$ cat config.mk
export PLATFORM = sky130hd
export DESIGN_NAME = gsdo_port
export DESIGN_NICKNAME = d
export VERILOG_FILES = /design/src/core/gsdo_pkg.sv /design/src/core/gsdo_fifo.sv /design/src/core/gsdo_port.sv
export VERILOG_INCLUDE_DIRS = /design/src /design/src/core
export SDC_FILE = /design/constraint.sdc
export NUM_CORES = 1
export LEC_CHECK = 0
export BUFFER_PORTS_ARGS = -buffer_cell sky130_fd_sc_hd__buf_2
export CAP_MARGIN = 20
export CORE_MARGIN = 2
export CORE_UTILIZATION = 31
export DETAILED_ROUTE_END_ITERATION = 7
export HOLD_SLACK_MARGIN = 0.06
export REMOVE_ABC_BUFFERS = 1
export SETUP_SLACK_MARGIN = 0.4
export SYNTH_ARGS = -nofsm -noshare
export SYNTH_HDL_FRONTEND = slang
export SYNTH_HIERARCHICAL = 1
export SYNTH_SLANG_ARGS = --single-unit
$ cat constraint.sdc
create_clock -name sys_clk_in -period 6.45 [get_ports sys_clk_in]
set_input_delay 0 -clock sys_clk_in [delete_from_list [all_inputs] [get_ports sys_clk_in]]
set_output_delay 0 -clock sys_clk_in [all_outputs]
set_load 0.05 [all_outputs]
$ cat src/core/gsdo_regs.svh
// gsdo_regs.svh: timing counts and frame layout for the gage serial port
// assumes a 20 MHz system clock; counts derive from times in microseconds
`ifndef GSDO_REGS_SVH
`define GSDO_REGS_SVH

// ==========================================================================
// clock and frame layout
// ==========================================================================
`define GSDO_CLK_HZ          20000000
`define GSDO_DIGITS          13
`define GSDO_DIGIT_BITS      4
`define GSDO_FRAME_BITS      52
`define GSDO_UNIT_DIGIT      12
`define GSDO_UNIT_BIT        0

// ==========================================================================
// timing (times in microseconds, counts in cycles)
// ==========================================================================
`define GSDO_HALF_US         100
`define GSDO_HALF_CYC        ((`GSDO_HALF_US * (`GSDO_CLK_HZ / 1000000)))
`define GSDO_REPEAT_US       95000
`define GSDO_REPEAT_CYC      ((`GSDO_REPEAT_US * (`GSDO_CLK_HZ / 1000000)))
`define GSDO_FIFO_DEPTH      8

`endif

$ cat src/core/gsdo_pkg.sv
// gsdo_pkg.sv: types shared by the gage serial output port
// assumes the constants header is included by users that need counts
package gsdo_pkg;
  // ========================================================================
  // sequencer states
  // ========================================================================
  typedef enum logic [2:0] {
    GSDO_IDLE,
    GSDO_LOAD,
    GSDO_HIGH,
    GSDO_LOW,
    GSDO_DONE
  } gsdo_state_t;

  // one frame of thirteen 4-bit digits
  typedef logic [51:0] gsdo_frame_t;
endpackage

$ cat src/core/gsdo_fifo.sv
// gsdo_fifo.sv: small flip-flop fifo between measurement source and shifter
// assumes one clock domain and synchronous active-high reset
`timescale 1ns/1ps
`default_nettype none
module gsdo_fifo #(
  parameter int WIDTH = 52,
  parameter int DEPTH = 8
) (
  // clock and reset
  input  wire logic             sys_clk_in,
  input  wire logic             reset_in,
  // fill side
  input  wire logic             wr_valid_in,
  input  wire logic [WIDTH-1:0] wr_data_in,
  output logic                  wr_ready_out,
  // drain side
  output logic                  rd_valid_out,
  output logic [WIDTH-1:0]      rd_data_out,
  input  wire logic             rd_ready_in
);
  localparam int AW = $clog2(DEPTH);

  // ========================================================================
  // storage and pointers
  // ========================================================================
  logic [WIDTH-1:0] mem_reg [DEPTH];  // word storage
  logic [AW-1:0]    wr_ptr_reg;       // next write slot
  logic [AW-1:0]    rd_ptr_reg;       // next read slot
  logic [AW:0]      count_reg;        // words held
  logic             push;
  logic             pop;

  // pointer step wraps at depth, which need not be a power of two
  function automatic logic [AW-1:0] step(input logic [AW-1:0] p);
    step = (p == AW'(DEPTH - 1)) ? '0 : p + 1'b1;
  endfunction

  assign wr_ready_out = (count_reg != (AW+1)'(DEPTH));
  assign rd_valid_out = (count_reg != '0);
  assign push         = wr_valid_in & wr_ready_out;
  assign pop          = rd_valid_out & rd_ready_in;
  assign rd_data_out  = mem_reg[rd_ptr_reg];

  // write storage, no reset needed for data
  always_ff @(posedge sys_clk_in) begin
    if (push) begin
      mem_reg[wr_ptr_reg] <= wr_data_in;
    end
  end

  // pointers and occupancy
  always_ff @(posedge sys_clk_in) begin
    if (reset_in) begin
      wr_ptr_reg <= '0;
      rd_ptr_reg <= '0;
      count_reg  <= '0;
    end else begin
      if (push) begin
        wr_ptr_reg <= step(wr_ptr_reg);
      end
      if (pop) begin
        rd_ptr_reg <= step(rd_ptr_reg);
      end
      if (push && !pop) begin
        count_reg <= count_reg + 1'b1;
      end else if (pop && !push) begin
        count_reg <= count_reg - 1'b1;
      end
    end
  end
endmodule
`default_nettype wire

$ cat src/core/gsdo_port.sv
// gsdo_port.sv: serial measurement output port of a linear gage
// assumes a 20 MHz clock; request and origin pins are asynchronous and
// active low with external pull-ups; clock and data pins are open drain
`timescale 1ns/1ps
`default_nettype none
`include "gsdo_regs.svh"

module gsdo_port #(
  parameter int REPEAT_CYC = `GSDO_REPEAT_CYC,
  parameter int HALF_CYC   = `GSDO_HALF_CYC
) (
  // clock and reset
  input  wire logic         sys_clk_in,
  input  wire logic         reset_in,
  // collector pins, active low, asynchronous
  input  wire logic         request_n_in,
  input  wire logic         origin_set_n_in,
  // open-drain clock line
  output logic              shift_clock_out,
  output logic              shift_clock_oe_out,
  // open-drain data line
  output logic              data_out,
  output logic              data_oe_out,
  // measurement source
  input  wire logic         meas_valid_in,
  input  wire logic [47:0]  meas_digits_in,
  input  wire logic         meas_inch_in,
  output logic              meas_ready_out,
  // origin-set event to the gage core, and port busy flag
  output logic              origin_pulse_out,
  output logic              busy_out
);
  // ========================================================================
  // input synchronisers, three stages, change counted when 1 and 2 agree
  // ========================================================================
  logic [2:0] req_sync_reg;   // request pin stages
  logic [2:0] org_sync_reg;   // origin pin stages
  logic       req_act_reg;    // filtered request, high when asserted
  logic       org_act_reg;    // filtered origin, high when asserted
  logic       org_prev_reg;   // for origin edge

  // sample pins; stage 0 is read only by stage 1
  always_ff @(posedge sys_clk_in) begin
    if (reset_in) begin
      req_sync_reg <= 3'h7;
      org_sync_reg <= 3'h7;
    end else begin
      req_sync_reg <= {req_sync_reg[1:0], request_n_in};
      org_sync_reg <= {org_sync_reg[1:0], origin_set_n_in};
    end
  end

  // accept a level once stages 1 and 2 agree
  always_ff @(posedge sys_clk_in) begin
    if (reset_in) begin
      req_act_reg  <= 1'b0;
      org_act_reg  <= 1'b0;
      org_prev_reg <= 1'b0;
    end else begin
      if (req_sync_reg[1] == req_sync_reg[2]) begin
        req_act_reg <= ~req_sync_reg[2];
      end
      if (org_sync_reg[1] == org_sync_reg[2]) begin
        org_act_reg <= ~org_sync_reg[2];
      end
      org_prev_reg <= org_act_reg;
    end
  end

  // origin event is forwarded to the gage core as one pulse
  always_ff @(posedge sys_clk_in) begin
    if (reset_in) begin
      origin_pulse_out <= 1'b0;
    end else begin
      origin_pulse_out <= org_act_reg & ~org_prev_reg;
    end
  end

  // ========================================================================
  // measurement fifo, its ready output stalls the source when full
  // ========================================================================
  gsdo_pkg::gsdo_frame_t src_frame;   // frame assembled from source
  gsdo_pkg::gsdo_frame_t fifo_frame;  // oldest queued frame
  logic                  fifo_valid;  // fifo holds a frame
  logic                  fifo_pop;    // shifter takes a frame

  assign src_frame = {3'h0, meas_inch_in, meas_digits_in};

  gsdo_fifo #(
    .WIDTH (`GSDO_FRAME_BITS),
    .DEPTH (`GSDO_FIFO_DEPTH)
  ) u_fifo (
    .sys_clk_in   (sys_clk_in),
    .reset_in     (reset_in),
    .wr_valid_in  (meas_valid_in),
    .wr_data_in   (src_frame),
    .wr_ready_out (meas_ready_out),
    .rd_valid_out (fifo_valid),
    .rd_data_out  (fifo_frame),
    .rd_ready_in  (fifo_pop)
  );

  // ========================================================================
  // frame sequencer
  // ========================================================================
  localparam int HALF = HALF_CYC;  // half period, must fit the 12-bit timer
  gsdo_pkg::gsdo_state_t state_reg;       // sequencer state
  gsdo_pkg::gsdo_frame_t shift_reg;       // frame being sent
  logic [5:0]            bit_cnt_reg;     // bits already sent
  logic [11:0]           half_cnt_reg;    // half-period timer
  logic [31:0]           repeat_cnt_reg;  // frame-to-frame spacing
  logic                  clk_low_reg;     // clock line pulled low
  logic                  data_low_reg;    // data line pulled low
  logic                  half_done;
  logic                  repeat_done;

  assign half_done   = (half_cnt_reg == 12'(HALF - 1));
  assign repeat_done = (repeat_cnt_reg == '0);
  assign fifo_pop    = (state_reg == gsdo_pkg::GSDO_LOAD) & fifo_valid;

  // state transitions and bit counting
  always_ff @(posedge sys_clk_in) begin
    if (reset_in) begin
      state_reg   <= gsdo_pkg::GSDO_IDLE;
      bit_cnt_reg <= 6'h00;
      shift_reg   <= '0;
    end else begin
      case (state_reg)
        gsdo_pkg::GSDO_IDLE: begin
          if (req_act_reg && !org_act_reg && repeat_done) begin
            state_reg <= gsdo_pkg::GSDO_LOAD;
          end
        end
        gsdo_pkg::GSDO_LOAD: begin
          // wait for a measurement; an empty fifo holds the frame back
          if (fifo_valid) begin
            shift_reg   <= fifo_frame;
            bit_cnt_reg <= 6'h00;
            state_reg   <= gsdo_pkg::GSDO_HIGH;
          end
        end
        gsdo_pkg::GSDO_HIGH: begin
          if (half_done) begin
            state_reg <= gsdo_pkg::GSDO_LOW;
          end
        end
        gsdo_pkg::GSDO_LOW: begin
          if (half_done) begin
            shift_reg   <= {1'b0, shift_reg[51:1]};
            bit_cnt_reg <= bit_cnt_reg + 1'b1;
            if (bit_cnt_reg == 6'(`GSDO_FRAME_BITS - 1)) begin
              state_reg <= gsdo_pkg::GSDO_DONE;
            end else begin
              state_reg <= gsdo_pkg::GSDO_HIGH;
            end
          end
        end
        gsdo_pkg::GSDO_DONE: begin
          state_reg <= gsdo_pkg::GSDO_IDLE;
        end
        default: begin
          state_reg <= gsdo_pkg::GSDO_IDLE;
        end
      endcase
    end
  end

  // half-period timer, restarts on each phase change
  always_ff @(posedge sys_clk_in) begin
    if (reset_in) begin
      half_cnt_reg <= 12'h000;
    end else if ((state_reg == gsdo_pkg::GSDO_HIGH ||
                  state_reg == gsdo_pkg::GSDO_LOW) && !half_done) begin
      half_cnt_reg <= half_cnt_reg + 1'b1;
    end else begin
      half_cnt_reg <= 12'h000;
    end
  end

  always_ff @(posedge sys_clk_in) begin
    if (reset_in) begin
      repeat_cnt_reg <= 32'h0;
    end else if (state_reg == gsdo_pkg::GSDO_LOAD && fifo_valid) begin
      repeat_cnt_reg <= 32'(REPEAT_CYC - 1);
    end else if (!repeat_done) begin
      repeat_cnt_reg <= repeat_cnt_reg - 1'b1;
    end
  end

  // ========================================================================
  // line drivers
  // ========================================================================
  // device drives clock and data
  always_ff @(posedge sys_clk_in) begin
    if (reset_in) begin
      clk_low_reg  <= 1'b0;
      data_low_reg <= 1'b0;
    end else begin
      clk_low_reg <= (state_reg == gsdo_pkg::GSDO_LOW);
      // wait one cycle after the release so data never moves with the edge
      // data set once clock high
      if (state_reg == gsdo_pkg::GSDO_HIGH && !clk_low_reg) begin
        data_low_reg <= ~shift_reg[0];
      end else if (state_reg == gsdo_pkg::GSDO_IDLE) begin
        data_low_reg <= 1'b0;
      end
    end
  end

  // open drain: output enable pulls the line low, pull-up gives high
  assign shift_clock_out    = 1'b0;
  assign shift_clock_oe_out = clk_low_reg;
  assign data_out           = 1'b0;
  assign data_oe_out        = data_low_reg;
  assign busy_out           = (state_reg != gsdo_pkg::GSDO_IDLE);
endmodule
`default_nettype wire

# After elaboration in Yosys (flattened, before gate mapping)
# Memories as Yosys holds them, arrays and structs flattened. A register that Yosys moved wholly into a read port is not among the register bits.
# Index checks and enable logic that the tools add are counted.
# totals
reg_bits	127
ramBits	392
wordCells	97
mem_count	1
# op_classes
add_sub_neg	7
eq_ne	15
n_mux	24
n_bitwise	9
reduce_logical	24
# memory_table
memory	depth	width	rd	rd_clocked_by_memory_dff	write_ports	line_no	rtl
u_fifo.mem_reg	8	49	1	1	1	gsdo_fifo.sv:26	logic [WIDTH-1:0] mem_reg [DEPTH];
# op_table
op	count
two-way mux 52 bit	2
one-hot mux 52 bit (2 select lines)	1
two-way mux 21 bit	2
zero test 32 bit	1
subtractor 32 x 1 -> 32 bit (second input constant)	1
two-way mux 3 bit	9
adder 12 x 1 -> 12 bit (second input constant)	1
== test 12 x 11 -> 1 bit (second input constant)	1
two-way mux 6 bit	2
one-hot mux 3 bit (4 select lines)	1
one-hot mux 6 bit (2 select lines)	1
two-way mux 4 bit	2
inequality test 2 bit (second input constant)	4
logical AND 1 bit	7
adder 3 x 1 -> 3 bit (second input constant)	2
adder 6 x 1 -> 6 bit (second input constant)	1
== test 3 x 2 -> 1 bit (second input constant)	2
== test 3 bit (second input constant)	2
== test 6 bit (second input constant)	1
nonzero test 2 bit	3
zero test 1 bit	5
inverter 1 bit	5
adder 4 x 1 -> 4 bit (second input constant)	1
AND 1 bit	4
other kinds (13)	18

# Longest topological paths before layout
# Gate-level depths: netlist of run 1.
# depth
ltp_word	6
depth_mapped	11

# By module
# Netlist of run 1, hierarchy kept.
# modules_own_cells
mod	instances	cells_each	area_each_um2	seq_area_each_um2
gsdo_fifo	1	677	16279.4	12752.2
gsdo_port	1	570	5287.6	2342.2

# Worst setup path before layout of run 1
# OpenSTA, ideal clock, no wires.
# synth_timing
kind	reg-to-reg
from	register u_fifo.count_reg[0]
to	memory u_fifo/mem_reg[0][0] in the netlist's numbering (enable)
setup_ps	591
arrival_time_ps	6095
required_ps	5859
slack_ps	-236
stages_incl_launch_ff	4
synth_period_minus_slack_ps	6686
cell_sequence	dfxtp_1 -> or4b_1 -> nand2_1 -> nor4_1
# synth_between
elab_chain_len	4
# synth_rtl
item	line_no	rtl
start: declaration	gsdo_fifo.sv:29	logic [AW:0] count_reg;
start signal: assignment	gsdo_fifo.sv:65	count_reg <= count_reg + 1'b1;
start signal: assignment	gsdo_fifo.sv:67	count_reg <= count_reg - 1'b1;
inequality test 4 bit	gsdo_fifo.sv:38	assign wr_ready_out = (count_reg != (AW+1)'(DEPTH));
net meas_ready_out	gsdo_port.sv:28	output logic meas_ready_out,
AND 1 bit	gsdo_fifo.sv:40	assign push = wr_valid_in & wr_ready_out;
two-way mux 1 bit	gsdo_fifo.sv:46	if (push) begin
two-way mux 1 bit (implied by the code)	gsdo_fifo.sv:47	mem_reg[wr_ptr_reg] <= wr_data_in;
end: declaration	gsdo_fifo.sv:26	
# The timed path passes the listed nets, and every way through them passes these cells.

# Final worst setup path of run 1
# layout_timing
from	register u_fifo.count_reg[1]
to	register u_fifo.count_reg[3]
# layout_between
elab_chain_len	6
elab_cells_between_ends	14
cone_classes	add/sub (2); eq/ne (1); mux (2); bitwise (3); reduce/logical (6)
# layout_rtl
item	line_no	rtl
nonzero test 4 bit *	gsdo_fifo.sv:39	assign rd_valid_out = (count_reg != '0);
net fifo_valid	gsdo_port.sv:84	logic fifo_valid;
AND 1 bit *	gsdo_port.sv:119	assign fifo_pop = (state_reg == gsdo_pkg::GSDO_LOAD) & fifo_valid;
net fifo_pop	gsdo_port.sv:85	logic fifo_pop;
AND 1 bit *	gsdo_fifo.sv:41	assign pop = rd_valid_out & rd_ready_in;
zero test 1 bit	gsdo_fifo.sv:64	if (push && !pop) begin
logical AND 1 bit	gsdo_fifo.sv:64	
two-way mux 4 bit / nonzero test 2 bit (equally long branches)	-	
# Mark *: on every way through the listed nets, which the timed path passes. The rest lies on a longest branch. The select of a mux whose other input is x is not followed.
# A chain may end at the register's enable or synchronous reset.

==> results of run 1 <==
cell usage in the layout, fill, tap and decap left out, types with 31 or more instances in the layout:
| cell type | n |
|---|---|
| edfxtp_1 | 416 |
| dfxtp_1 | 127 |
| nor2_1 | 103 |
| mux4_2 | 99 |
| buf_2 | 57 |
| mux2i_1 | 54 |
| clkbuf_16 | 53 |
| dlygate4sd3_1 | 53 |
| mux2_2 | 53 |
| a211oi_1 | 52 |
| a21oi_1 | 35 |
| nand2_1 | 31 |
metrics by stage:
stage / instances / util, % / area [um2] / setup slack (ps)
global placement: 2204 / 33.3 / 22900 / 2830
floorplan: 1200 / - / 21300 / -236
global route: 2359 / 36.7 / 25200 / 3010
detailed placement: 2204 / 33.3 / 22900 / 2720
CTS: 2354 / 36.6 / 25200 / 2720
finish: 2359 / 36.7 / 25200 / 3220
timing repair:
item | in CTS | in global routing
hold buffers | 53 | 0
gates resized for setup | 0 | 0
setup buffers | 0 | 0
endpoints found under the hold margin | 435 | 0
worst max path at each step:
stage / endpoint / slack, ps / cells after the start
floorplan: u_fifo/mem_reg[0][0] / -240 / 3
global route: u_fifo/count_reg[3] / 3010 / 11
finish: u_fifo/count_reg[3] / 3220 / 11
CTS: u_fifo/count_reg[3] / 2720 / 11
detailed placement: u_fifo/count_reg[3] / 2720 / 11
global placement: u_fifo/count_reg[3] / 2830 / 11
logic make-up after synthesis:
kind of cell | after synthesis | synth area share, %
AO/OA/AOI/OAI | 123 | 3.99
XOR/XNOR | 34 | 1.38
adder cells (fa/ha/maj) | 12 | 0.731
buffers and inverters | 85 | 2.12
flip-flops | 546 | 70.0
multiplexers | 211 | 16.2
other | 1 | 0.0174
AND/OR/NAND/NOR | 235 | 5.55
worst register-to-register path, stage by stage (launching register included):
cell and delay (ps):
dfxtp_1 350, or4_1 680, nand4_1 340, inv_2 150, nand2_1 160, ha_1 190
inv_1 90, ha_1 330, a21oi_1 220, a211oi_1 100, a31oi_1 160, mux2_2 350
per-layer routing:
metal / track usage [%] / vias to the layer above / routed length [um]
met5: 0 / - / 58
met4: 3.38 / 10 / 789
met3: 2.55 / 68 / 1880
met2: 20.0 / 179 / 20300
met1: 16.5 / 5764 / 20000
li1: - / 5192 / -
cell type report:
| cell class | instances | area (um2) | share of cell area, % |
|---|---|---|---|
| tap | 931 | 1160 | 4.62 |
| clock buffer | 66 | 1400 | 5.53 |
| timing repair buffer | 128 | 978 | 3.88 |
| antenna | 3 | 7.51 | 0.0298 |
| clock inverter | 31 | 340 | 1.35 |
| sequential | 546 | 15100 | 59.9 |
| inverter | 13 | 48.8 | 0.194 |
| multi-input combinational | 641 | 6180 | 24.5 |
where the power goes:
part / internal (uW) / switching (uW)
registers: 4000 / 125
clock network: 1780 / 1310
logic: 499 / 786
==> summary.txt, run 1 <==
Outcome
  – Status: finished, final reports clean

Global route
  – Vias in the first global route: 11600
  – First-pass GRT wire length: 67300 um
  – Grt total ovfl: 0
  – Largest net degree at the start of global routing: 105
  – Initial antenna violation count: 8
  – GRT Total Usage: 12.2%

Worst setup path
  – Worst Setup SP: u_fifo/count_reg[1]
  – Slowest stage delay, CP: 670 ps
  – FF-to-FF setup slack: 3220 ps
  – Crit path cell chain: or4_1, nand4_1, inv_2, nand2_1, ha_1, inv_1, ha_1, a21oi_1, a211oi_1, a31oi_1, mux2_2
  – CP endpoint kind: flip-flop
  – WP buf/inv: 2
  – Max FO, Critical Path: 8
  – CP most frequent cell: ha_1
  – CP startpoint kind: flip-flop
  – Top delay family on crit path: simple AND/OR/NAND/NOR gates
  – Endpoint of the worst-slack reg-to-reg timing path: u_fifo/count_reg[3]
  – Reg2reg path depth: 11
  – Reg2reg start: u_fifo/count_reg[1]
  – Crit path DAT: 3710 ps
  – Crit-path slowest cell: or4_1
  – Setup CP Type: reg2reg
  – Required @ worst endpoint: 6940 ps

Clock network
  – H-tree Lvls: 2
  – Reg clk slew, reported paths: 60 ps
  – Clock Latency Late Sink: 600 ps
  – Num Clock Sinks: 546
  – CTS Buf Count: 53
  – CTS tree: done
  – Max Root-Sink Buffers: 3
  – Root buf cell: clkbuf_16

Placed design
  – Gpl congestion: 0.703
  – Input/output buffers: 58
  – Post-detail-place hpwl: 21500 um

Die
  – Die Y: 268 um
  – Core ar.: 68700 um2
  – # IOs: 61
  – Starting Density: 31.4%
  – Die W: 268 um
  – Die area: 71700 um2
  – # rows: 96

STA
  – Fmax achieved: 0.310 GHz
  – Worst Max-Slew Pin Slew: 1050 ps
  – Skew final: 10.7 ps
  – Final Hold Fails: 0
  – Min Hold Slack: 121 ps
  – Final setup fails: 0
  – Crit path time final: 3230 ps
  – Slew Limit Headroom: 30.0%
  – Fin crit share: 50.0%
  – Final Slew Violations: 0
  – RSZ-0062 raised after global routing: no
  – Fin Setup TNS: 0 ps

Synthesis
  – Top cell type by total area after synthesis: edfxtp_1
  – FFs w/ async S/R, synth: 0%
  – Cells after Synth: 1247
  – Netlist cell types: 62
  – Main synth FF type: edfxtp_1
  – Cell area after synthesis: 21600 um2
  – Post-synth top cells: 416 x edfxtp_1, 130 x dfxtp_1, 106 x nor2_1
  – Main area contributors after synthesis: edfxtp_1 58%, dfxtp_1 12%, mux4_2 10%, mux2_2 2.8%, mux2i_1 2.5%
  – Yosys Warn Count: 6
  – Avg Cell Area, Syn: 17.3 um2
  – Post-synth EDFFs: 416
  – Yosys reg bits: 546
  – Top cell type's share of synthesized area: 57.9%
  – Most common cell in the netlist: edfxtp_1
  – Post-synthesis sequential area ratio: 70.0%

Worst hold path
  – Hold Path Class: in2reg
  – Hold Startpoint: request_n_in
  – WHS Endpoint: req_sync_reg[0]
  – WHS Path Cells: 3

Pwr
  – Worst vdd ir: 0.202 mV
  – Power Total: 8500 uW
  – PD cells: 337 nW/um2
  – Leakage: 0.00835 uW

Layout
  – Final nets: 1449
  – FILL cells: 6512
  – Max reg flops: 416
  – Area grow syn2layout: 16.9%
  – Share of cells above drive strength 1: 24.1%

Detailed routing
  – Via-to-Cell Ratio: 4.75
  – Initial DRC count: 776
  – Vias: 11200
  – Drt wl/cell: 18.2 um
  – DRT Wirelength: 43000 um
  – DR pass1 iterations: 5
  – Antenna Nets Post-Route: 0
  – Drt drc: 0

Job
  – Max cap viols: 0
No activity file was read; power rests on OpenSTA's default activity.
==> inputs of run 2 (changes only) <==
- clock period: 6.45 -> 2.8 ns (I/O delays scaled with it)
==> summary.txt, run 2 (same netlist as run 1, synthesis figures left out) <==
Global route
  – Grt total ovfl: 0 (unchanged)
  – Vias in the first global route: 11500 (-1.0%)
  – GRT Total Usage: 12.3% (+0.042 points)
  – Largest net degree at the start of global routing: 105 (unchanged)
  – Initial antenna violation count: 6 (-2)
  – First-pass GRT wire length: 68200 um (+1.3%)

Die
  – # rows: 96 (unchanged)
  – # IOs: 61 (unchanged)
  – Die Y: 268 um (unchanged)
  – Die area: 71700 um2 (unchanged)
  – Core ar.: 68700 um2 (unchanged)
  – Die W: 268 um (unchanged)
  – Starting Density: 31.4% (unchanged)

Clock network
  – CTS Buf Count: 54 (+1.9%)
  – Reg clk slew, reported paths: 60 ps (about the same)
  – CTS tree: done
  – Root buf cell: clkbuf_16
  – Num Clock Sinks: 546 (unchanged)
  – Clock Latency Late Sink: 610 ps (about the same)
  – Max Root-Sink Buffers: 3 (unchanged)
  – H-tree Lvls: 2 (unchanged)

Pwr
  – PD cells: 771 nW/um2 (+130%)
  – Power Total: 19900 uW (+130%)
  – Worst vdd ir: 0.563 mV (+180%)
  – Leakage: 0.00860 uW (+3.0%)

Job
  – Max cap viols: 0 (unchanged)

Detailed routing
  – DR pass1 iterations: 5 (unchanged)
  – Vias: 11400 (+1.5%)
  – DRT Wirelength: 45500 um (+5.6%)
  – Initial DRC count: 725 (-6.6%)
  – Via-to-Cell Ratio: 4.75 (-0.15%)
  – Drt wl/cell: 19.0 um (+3.9%)
  – Drt drc: 0 (unchanged)
  – Antenna Nets Post-Route: 0 (unchanged)

Worst setup path
  – Crit path DAT: 2980 ps (-730 ps)
  – Reg2reg path depth: 11 (unchanged)
  – Endpoint of the worst-slack reg-to-reg timing path: u_fifo/count_reg[3]
  – CP startpoint kind: flip-flop
  – CP endpoint kind: flip-flop
  – Required @ worst endpoint: 3260 ps (-3680 ps)
  – Setup CP Type: reg2reg
  – Max FO, Critical Path: 4 (-4)
  – Slowest stage delay, CP: 520 ps (-150 ps)
  – Crit path cell chain: or4_4, nand4_1, inv_2, nand2_4, ha_4, inv_4, ha_4, a21oi_2, a211oi_1, a31oi_1, mux2_2
  – FF-to-FF setup slack: 280 ps (-2950 ps)
  – Reg2reg start: u_fifo/count_reg[2]
  – CP most frequent cell: ha_4
  – Crit-path slowest cell: or4_4

STA
  – Final setup fails: 0 (unchanged)
  – RSZ-0062 raised after global routing: yes
  – Fin crit share: 90.1% (+40 points)
  – Final Hold Fails: 0 (unchanged)
  – Crit path time final: 2520 ps (-703 ps)
  – Final Slew Violations: 0 (unchanged)
  – Worst Max-Slew Pin Slew: 756 ps (-294 ps)
  – Skew final: 49.7 ps (+39.0 ps)
  – Fmax achieved: 0.396 GHz (+28%)
  – Slew Limit Headroom: 49.6% (+20 points)

Worst hold path
  – Hold Path Class: in2reg
  – WHS Path Cells: 3 (unchanged)
  – WHS Endpoint: org_sync_reg[0]
  – Hold Startpoint: origin_set_n_in

Placed design
  – Inst Count DP: 2219 (+0.68%)
  – Gpl congestion: 0.749 (+6.5%)
  – Post-detail-place hpwl: 23100 um (+7.6%)
  – Input/output buffers: 58 (unchanged)

Layout
  – Non-filler cells, final: 2399 (+1.7%)
  – Commonest non-fill, non-tap cell in the layout: edfxtp_1
  – Share of cells above drive strength 1: 27.2% (+3.0 points)
  – Area grow syn2layout: 19.7%
  – Most frequent cells in the layout: 416 x edfxtp_1, 124 x dfxtp_1, 103 x nor2_1, 99 x mux4_2, 57 x buf_2
  – Max reg flops: 416 (unchanged)
  – Final nets: 1486 (+2.6%)

Outcome
  – Status: finished, final reports clean
==> run 2: cell count changes in the layout (fill, tap and decap cells not counted), moves of 3 or more <==
cell        change
buf_4          +18
nand2_1         -3
clkinvlp_4      +3
buf_12         +13
dfxtp_1         -3
clkinv_1        -4
==> run 2: critical path: cells and delay by family, from the launching register on <==
kind,cells,cell delay (ps)
AND/OR/NAND/NOR,3,720
AO/OA/AOI/OAI,3,460
adder cells (fa/ha/maj),2,400
flip-flops,1,360
multiplexers,1,350
buffers and inverters,2,120
==> run 2: through the flow <==
stage | setup TNS (ps) | area, um2 | setup WS (ps) | util, % | hold WS, ps
2_1_floorplan | -1063760 | 21300 | -3890 | - | 69.1
3_3_place_gp | 0 | 23200 | 108 | 33.8 | 188
3_5_place_dp | 0 | 23200 | 74.9 | 33.8 | 184
4_1_cts | 0 | 25600 | 327 | 37.3 | 127
5_1_grt | 0 | 25800 | 229 | 37.6 | 159
6_report | 0 | 25800 | 278 | 37.6 | 171
==> run 2: power breakdown <==
group | total, uW | switching, uW | internal (uW) | leakage [uW]
Sequential | 9490 | 287 | 9210 | 0.00483
Combinational | 3100 | 1850 | 1250 | 0.00289
Clock | 7300 | 3060 | 4240 | 0.000876
==> run 2: cell type report <==
| class | count | area (um2) |
|---|---|---|
| diodes | 3 | 7.51 |
| repair buffers | 162 | 1420 |
| multi-input cells | 643 | 6250 |
| clock buffers | 71 | 1460 |
| clock inverters | 30 | 350 |
| well taps | 931 | 1160 |
| fillers | 6405 | 42900 |
| inverters | 13 | 51.3 |
| flip-flops and latches | 546 | 15100 |
==> run 2: worst max path at each step <==
stage                              from                    end  slack (ps)  depth (start not counted)
finish              u_fifo/count_reg[2]    u_fifo/count_reg[3]         280                         11
global route        u_fifo/count_reg[2]    u_fifo/count_reg[3]         230                         11
CTS                 u_fifo/count_reg[2]  u_fifo/mem_reg[7][51]         330                          6
detailed placement  u_fifo/count_reg[1]    u_fifo/count_reg[3]          70                         11
global placement    u_fifo/count_reg[1]    u_fifo/count_reg[3]         110                         11
floorplan           u_fifo/count_reg[0]   u_fifo/mem_reg[0][0]       -3890                          3
==> run 2: layer usage <==
metal  wire (um)  up-vias  track usage, %
met5          39        -               0
met1       21000     5886            16.7
met4         710        6            3.13
li1            -     5254               -
met3        1810       51            2.34
met2       22000      189            20.2
==> run 2: repair_timing <==
action,4_1_cts,5_1_grt
pin swaps,3,7
gates cloned,0,4
resized for setup,11,16
endpoints found under the setup margin,66,166
setup buffers,4,14
hold endpoints to repair,436,0
hold buffers,54,0
==> inputs of run 3 (changes only) <==
- CORE_ASPECT_RATIO: not set -> 1.1
- GPL_TIMING_DRIVEN: not set -> 0
==> summary.txt, run 3 (same netlist as run 1, synthesis figures left out) <==
Pwr
  – Clk pwr share: 36.0% (-0.7 points)
  – Sw frac: 26.7% (+0.61 points)
  – Worst vdd ir: 0.577 mV (+2.6%)
  – Seq pwr share: 47.2% (-0.5 points)
  – Switching power of the nets: 5380 uW (+3.6%)
  – Combinational share of power: 16.8% (+1.2 points)
  – PD cells: 765 nW/um2 (-0.72%)
  – Leakage: 0.00881 uW (+2.5%)
  – Power Total: 20100 uW (+1.2%)
  – Internal: 14700 uW (+0.34%)

STA
  – Final Slew Violations: 0 (unchanged)
  – Slew Limit Headroom: 53.3% (+3.7 points)
  – Worst Max-Slew Pin Slew: 700 ps (-55.9 ps)
  – Final Hold Fails: 0 (unchanged)
  – Fin crit share: 89.3% (-0.74 points)
  – Fmax achieved: 0.400 GHz (+0.83%)
  – Min Hold Slack: 117 ps (-53.4 ps)
  – RSZ-0062 raised after global routing: yes
  – Final setup fails: 0 (unchanged)
  – Skew final: 51.9 ps (+2.20 ps)
  – Crit path time final: 2500 ps (-20.8 ps)
  – Fin Setup TNS: 0 ps (unchanged)
  – Final worst slack: 299 ps (+20.8 ps)

Worst setup path
  – Required @ worst endpoint: 3300 ps (+40 ps)
  – Reg2reg start: u_fifo/count_reg[1]
  – Max FO, Critical Path: 4 (unchanged)
  – CP startpoint kind: flip-flop
  – WP buf/inv: 2 (unchanged)
  – Reg2reg path depth: 11 (unchanged)
  – Slowest stage delay, CP: 550 ps (+30 ps)
  – CP endpoint kind: flip-flop
  – Setup CP Type: reg2reg
  – FF-to-FF setup slack: 300 ps (+20 ps)
  – Endpoint of the worst-slack reg-to-reg timing path: u_fifo/count_reg[3]
  – Crit path DAT: 3000 ps (+20 ps)
  – Top delay family on crit path: simple AND/OR/NAND/NOR gates
  – CP Depth: 11 (unchanged)
  – Crit-path slowest cell: or4_4
  – Crit path cell chain: or4_4, nand4_1, inv_2, nand2_4, ha_4, inv_2, ha_4, a21oi_4, a211oi_2, a31oi_1, mux2_2
  – Worst Setup SP: u_fifo/count_reg[1]
  – Critical Path Sink: u_fifo/count_reg[3]

Global route
  – First-pass GRT wire length: 71400 um (+4.7%)
  – Grt total ovfl: 0 (unchanged)
  – GRT Total Usage: 13.0% (+0.70 points)
  – Vias in the first global route: 12100 (+5.3%)
  – Largest net degree at the start of global routing: 56 (-47%)
  – Initial antenna violation count: 4 (-2)

Layout
  – Final core utilization: 38.1% (+0.56 points)
  – Share of cells above drive strength 1: 28.5% (+1.4 points)
  – Area grow syn2layout: 22.0%
  – FILL cells: 6391 (-0.22%)
  – Commonest non-fill, non-tap cell in the layout: edfxtp_1
  – Final nets: 1514 (+1.9%)
  – Most frequent cells in the layout: 416 x edfxtp_1, 122 x dfxtp_1, 103 x nor2_1, 99 x mux4_2
  – Max reg flops: 416 (unchanged)

Clock network
  – Root buf cell: clkbuf_16
  – Num Clock Sinks: 546 (unchanged)
  – H-tree Lvls: 2 (unchanged)
  – Reg clk slew, reported paths: 50 ps (about the same)
  – Clock Latency Late Sink: 630 ps (+20 ps)
  – CTS Buf Count: 56 (+3.7%)
  – Max Root-Sink Buffers: 3 (unchanged)
  – CTS tree: done

Outcome
  – Status: finished, final reports clean

Detailed routing
  – Initial DRC count: 753 (+3.9%)
  – Drt drc: 0 (unchanged)
  – Antenna Nets Post-Route: 0 (unchanged)
  – Vias: 11700 (+2.5%)
  – Via-to-Cell Ratio: 4.81 (+1.4%)
  – DR pass1 iterations: 5 (unchanged)
  – Drt wl/cell: 19.3 um (+1.6%)
  – DRT Wirelength: 46700 um (+2.7%)

Die
  – Die Y: 281 um (+4.8%)
  – # IOs: 61 (unchanged)
  – Die W: 255 um (-4.6%)
  – # rows: 101 (+5.2%)
  – Die area: 71700 um2 (about the same)
  – Core ar.: 69000 um2 (+0.43%)
  – Starting Density: 31.3% (-0.13 points)

Worst hold path
  – Hold Path Class: in2reg
  – WHS Path Cells: 3 (unchanged)

Placed design
  – Post-detail-place hpwl: 27700 um (+20%)
  – Input/output buffers: 58 (unchanged)
  – DP Worst Slack: -1090 ps (-1170 ps)
  – Gpl congestion: 0.689 (-7.9%)

Job
  – Max cap viols: 0 (unchanged)
## run 3: worst min-delay path by stage
stage | end | startpoint | slack [ps]
after floorplan | bit_cnt_reg[1] | reset_in | 70
after global placement | org_sync_reg[0] | origin_set_n_in | 190
after detailed placement | req_sync_reg[0] | request_n_in | 180
after CTS | req_sync_reg[0] | request_n_in | 90
after global routing | req_sync_reg[0] | request_n_in | 110
final | req_sync_reg[0] | request_n_in | 120
## run 3: power groups by stage
stage	Sequential, uW	Clock, uW	Combinational, uW
6_report	9510	7250	3370
5_1_grt	9560	7780	3690
4_1_cts	9500	7450	3230
3_5_place_dp	9650	0	2750
3_3_place_gp	9650	0	2460
2_1_floorplan	9600	0	1940
## run 3: metrics by stage
stage	instance area, um2	instances
finish	26300	2425
global route	26300	2425
CTS	26200	2416
detailed placement	23600	2239
global placement	22700	2185
floorplan	21300	1200
## run 3: worst register-to-register path: cells and delay by family, from the launching register on
| family | cells | cell delay [ps] |
|---|---|---|
| and+or+nand+nor | 3 | 770 |
| AOI/OAI and AO/OA | 3 | 390 |
| adders and majority gates | 2 | 370 |
| DFF | 1 | 350 |
| buffers and inverters | 2 | 140 |
| muxes | 1 | 350 |
## run 3: layer usage
| metal | wire [um] | vias up | track usage, % | part of all wire, % |
|---|---|---|---|---|
| met2 | 22700 | 224 | 21.9 | 49 |
| met1 | 21100 | 6051 | 17.1 | 45 |
| li1 | - | 5321 | - | - |
| met3 | 1920 | 73 | 2.26 | 4.1 |
| met5 | 27 | - | 0 | 0.058 |
| met4 | 1020 | 4 | 3.85 | 2.2 |
## run 3: what timing repair did
| item | 4_1_cts | 5_1_grt |
|---|---|---|
| pin swaps | 7 | 6 |
| setup buffers | 13 | 7 |
| hold endpoints to repair | 469 | 0 |
| endpoints found under the setup margin | 341 | 88 |
| gates resized for setup | 14 | 17 |
| gates cloned | 4 | 0 |
| hold buffers | 54 | 0 |
## run 3: layout make-up
class	instances	area, um2	share of cell area [%]
Sequential cell	546	15100	57.5
Multi-Input combinational cell	645	6340	24.1
Timing Repair Buffer	186	1800	6.84
Clock buffer	75	1560	5.95
Tap cell	927	1160	4.41
Clock inverter	31	270	1.03
Inverter	13	52.6	0.200
Antenna cell	2	5.00	0.0190
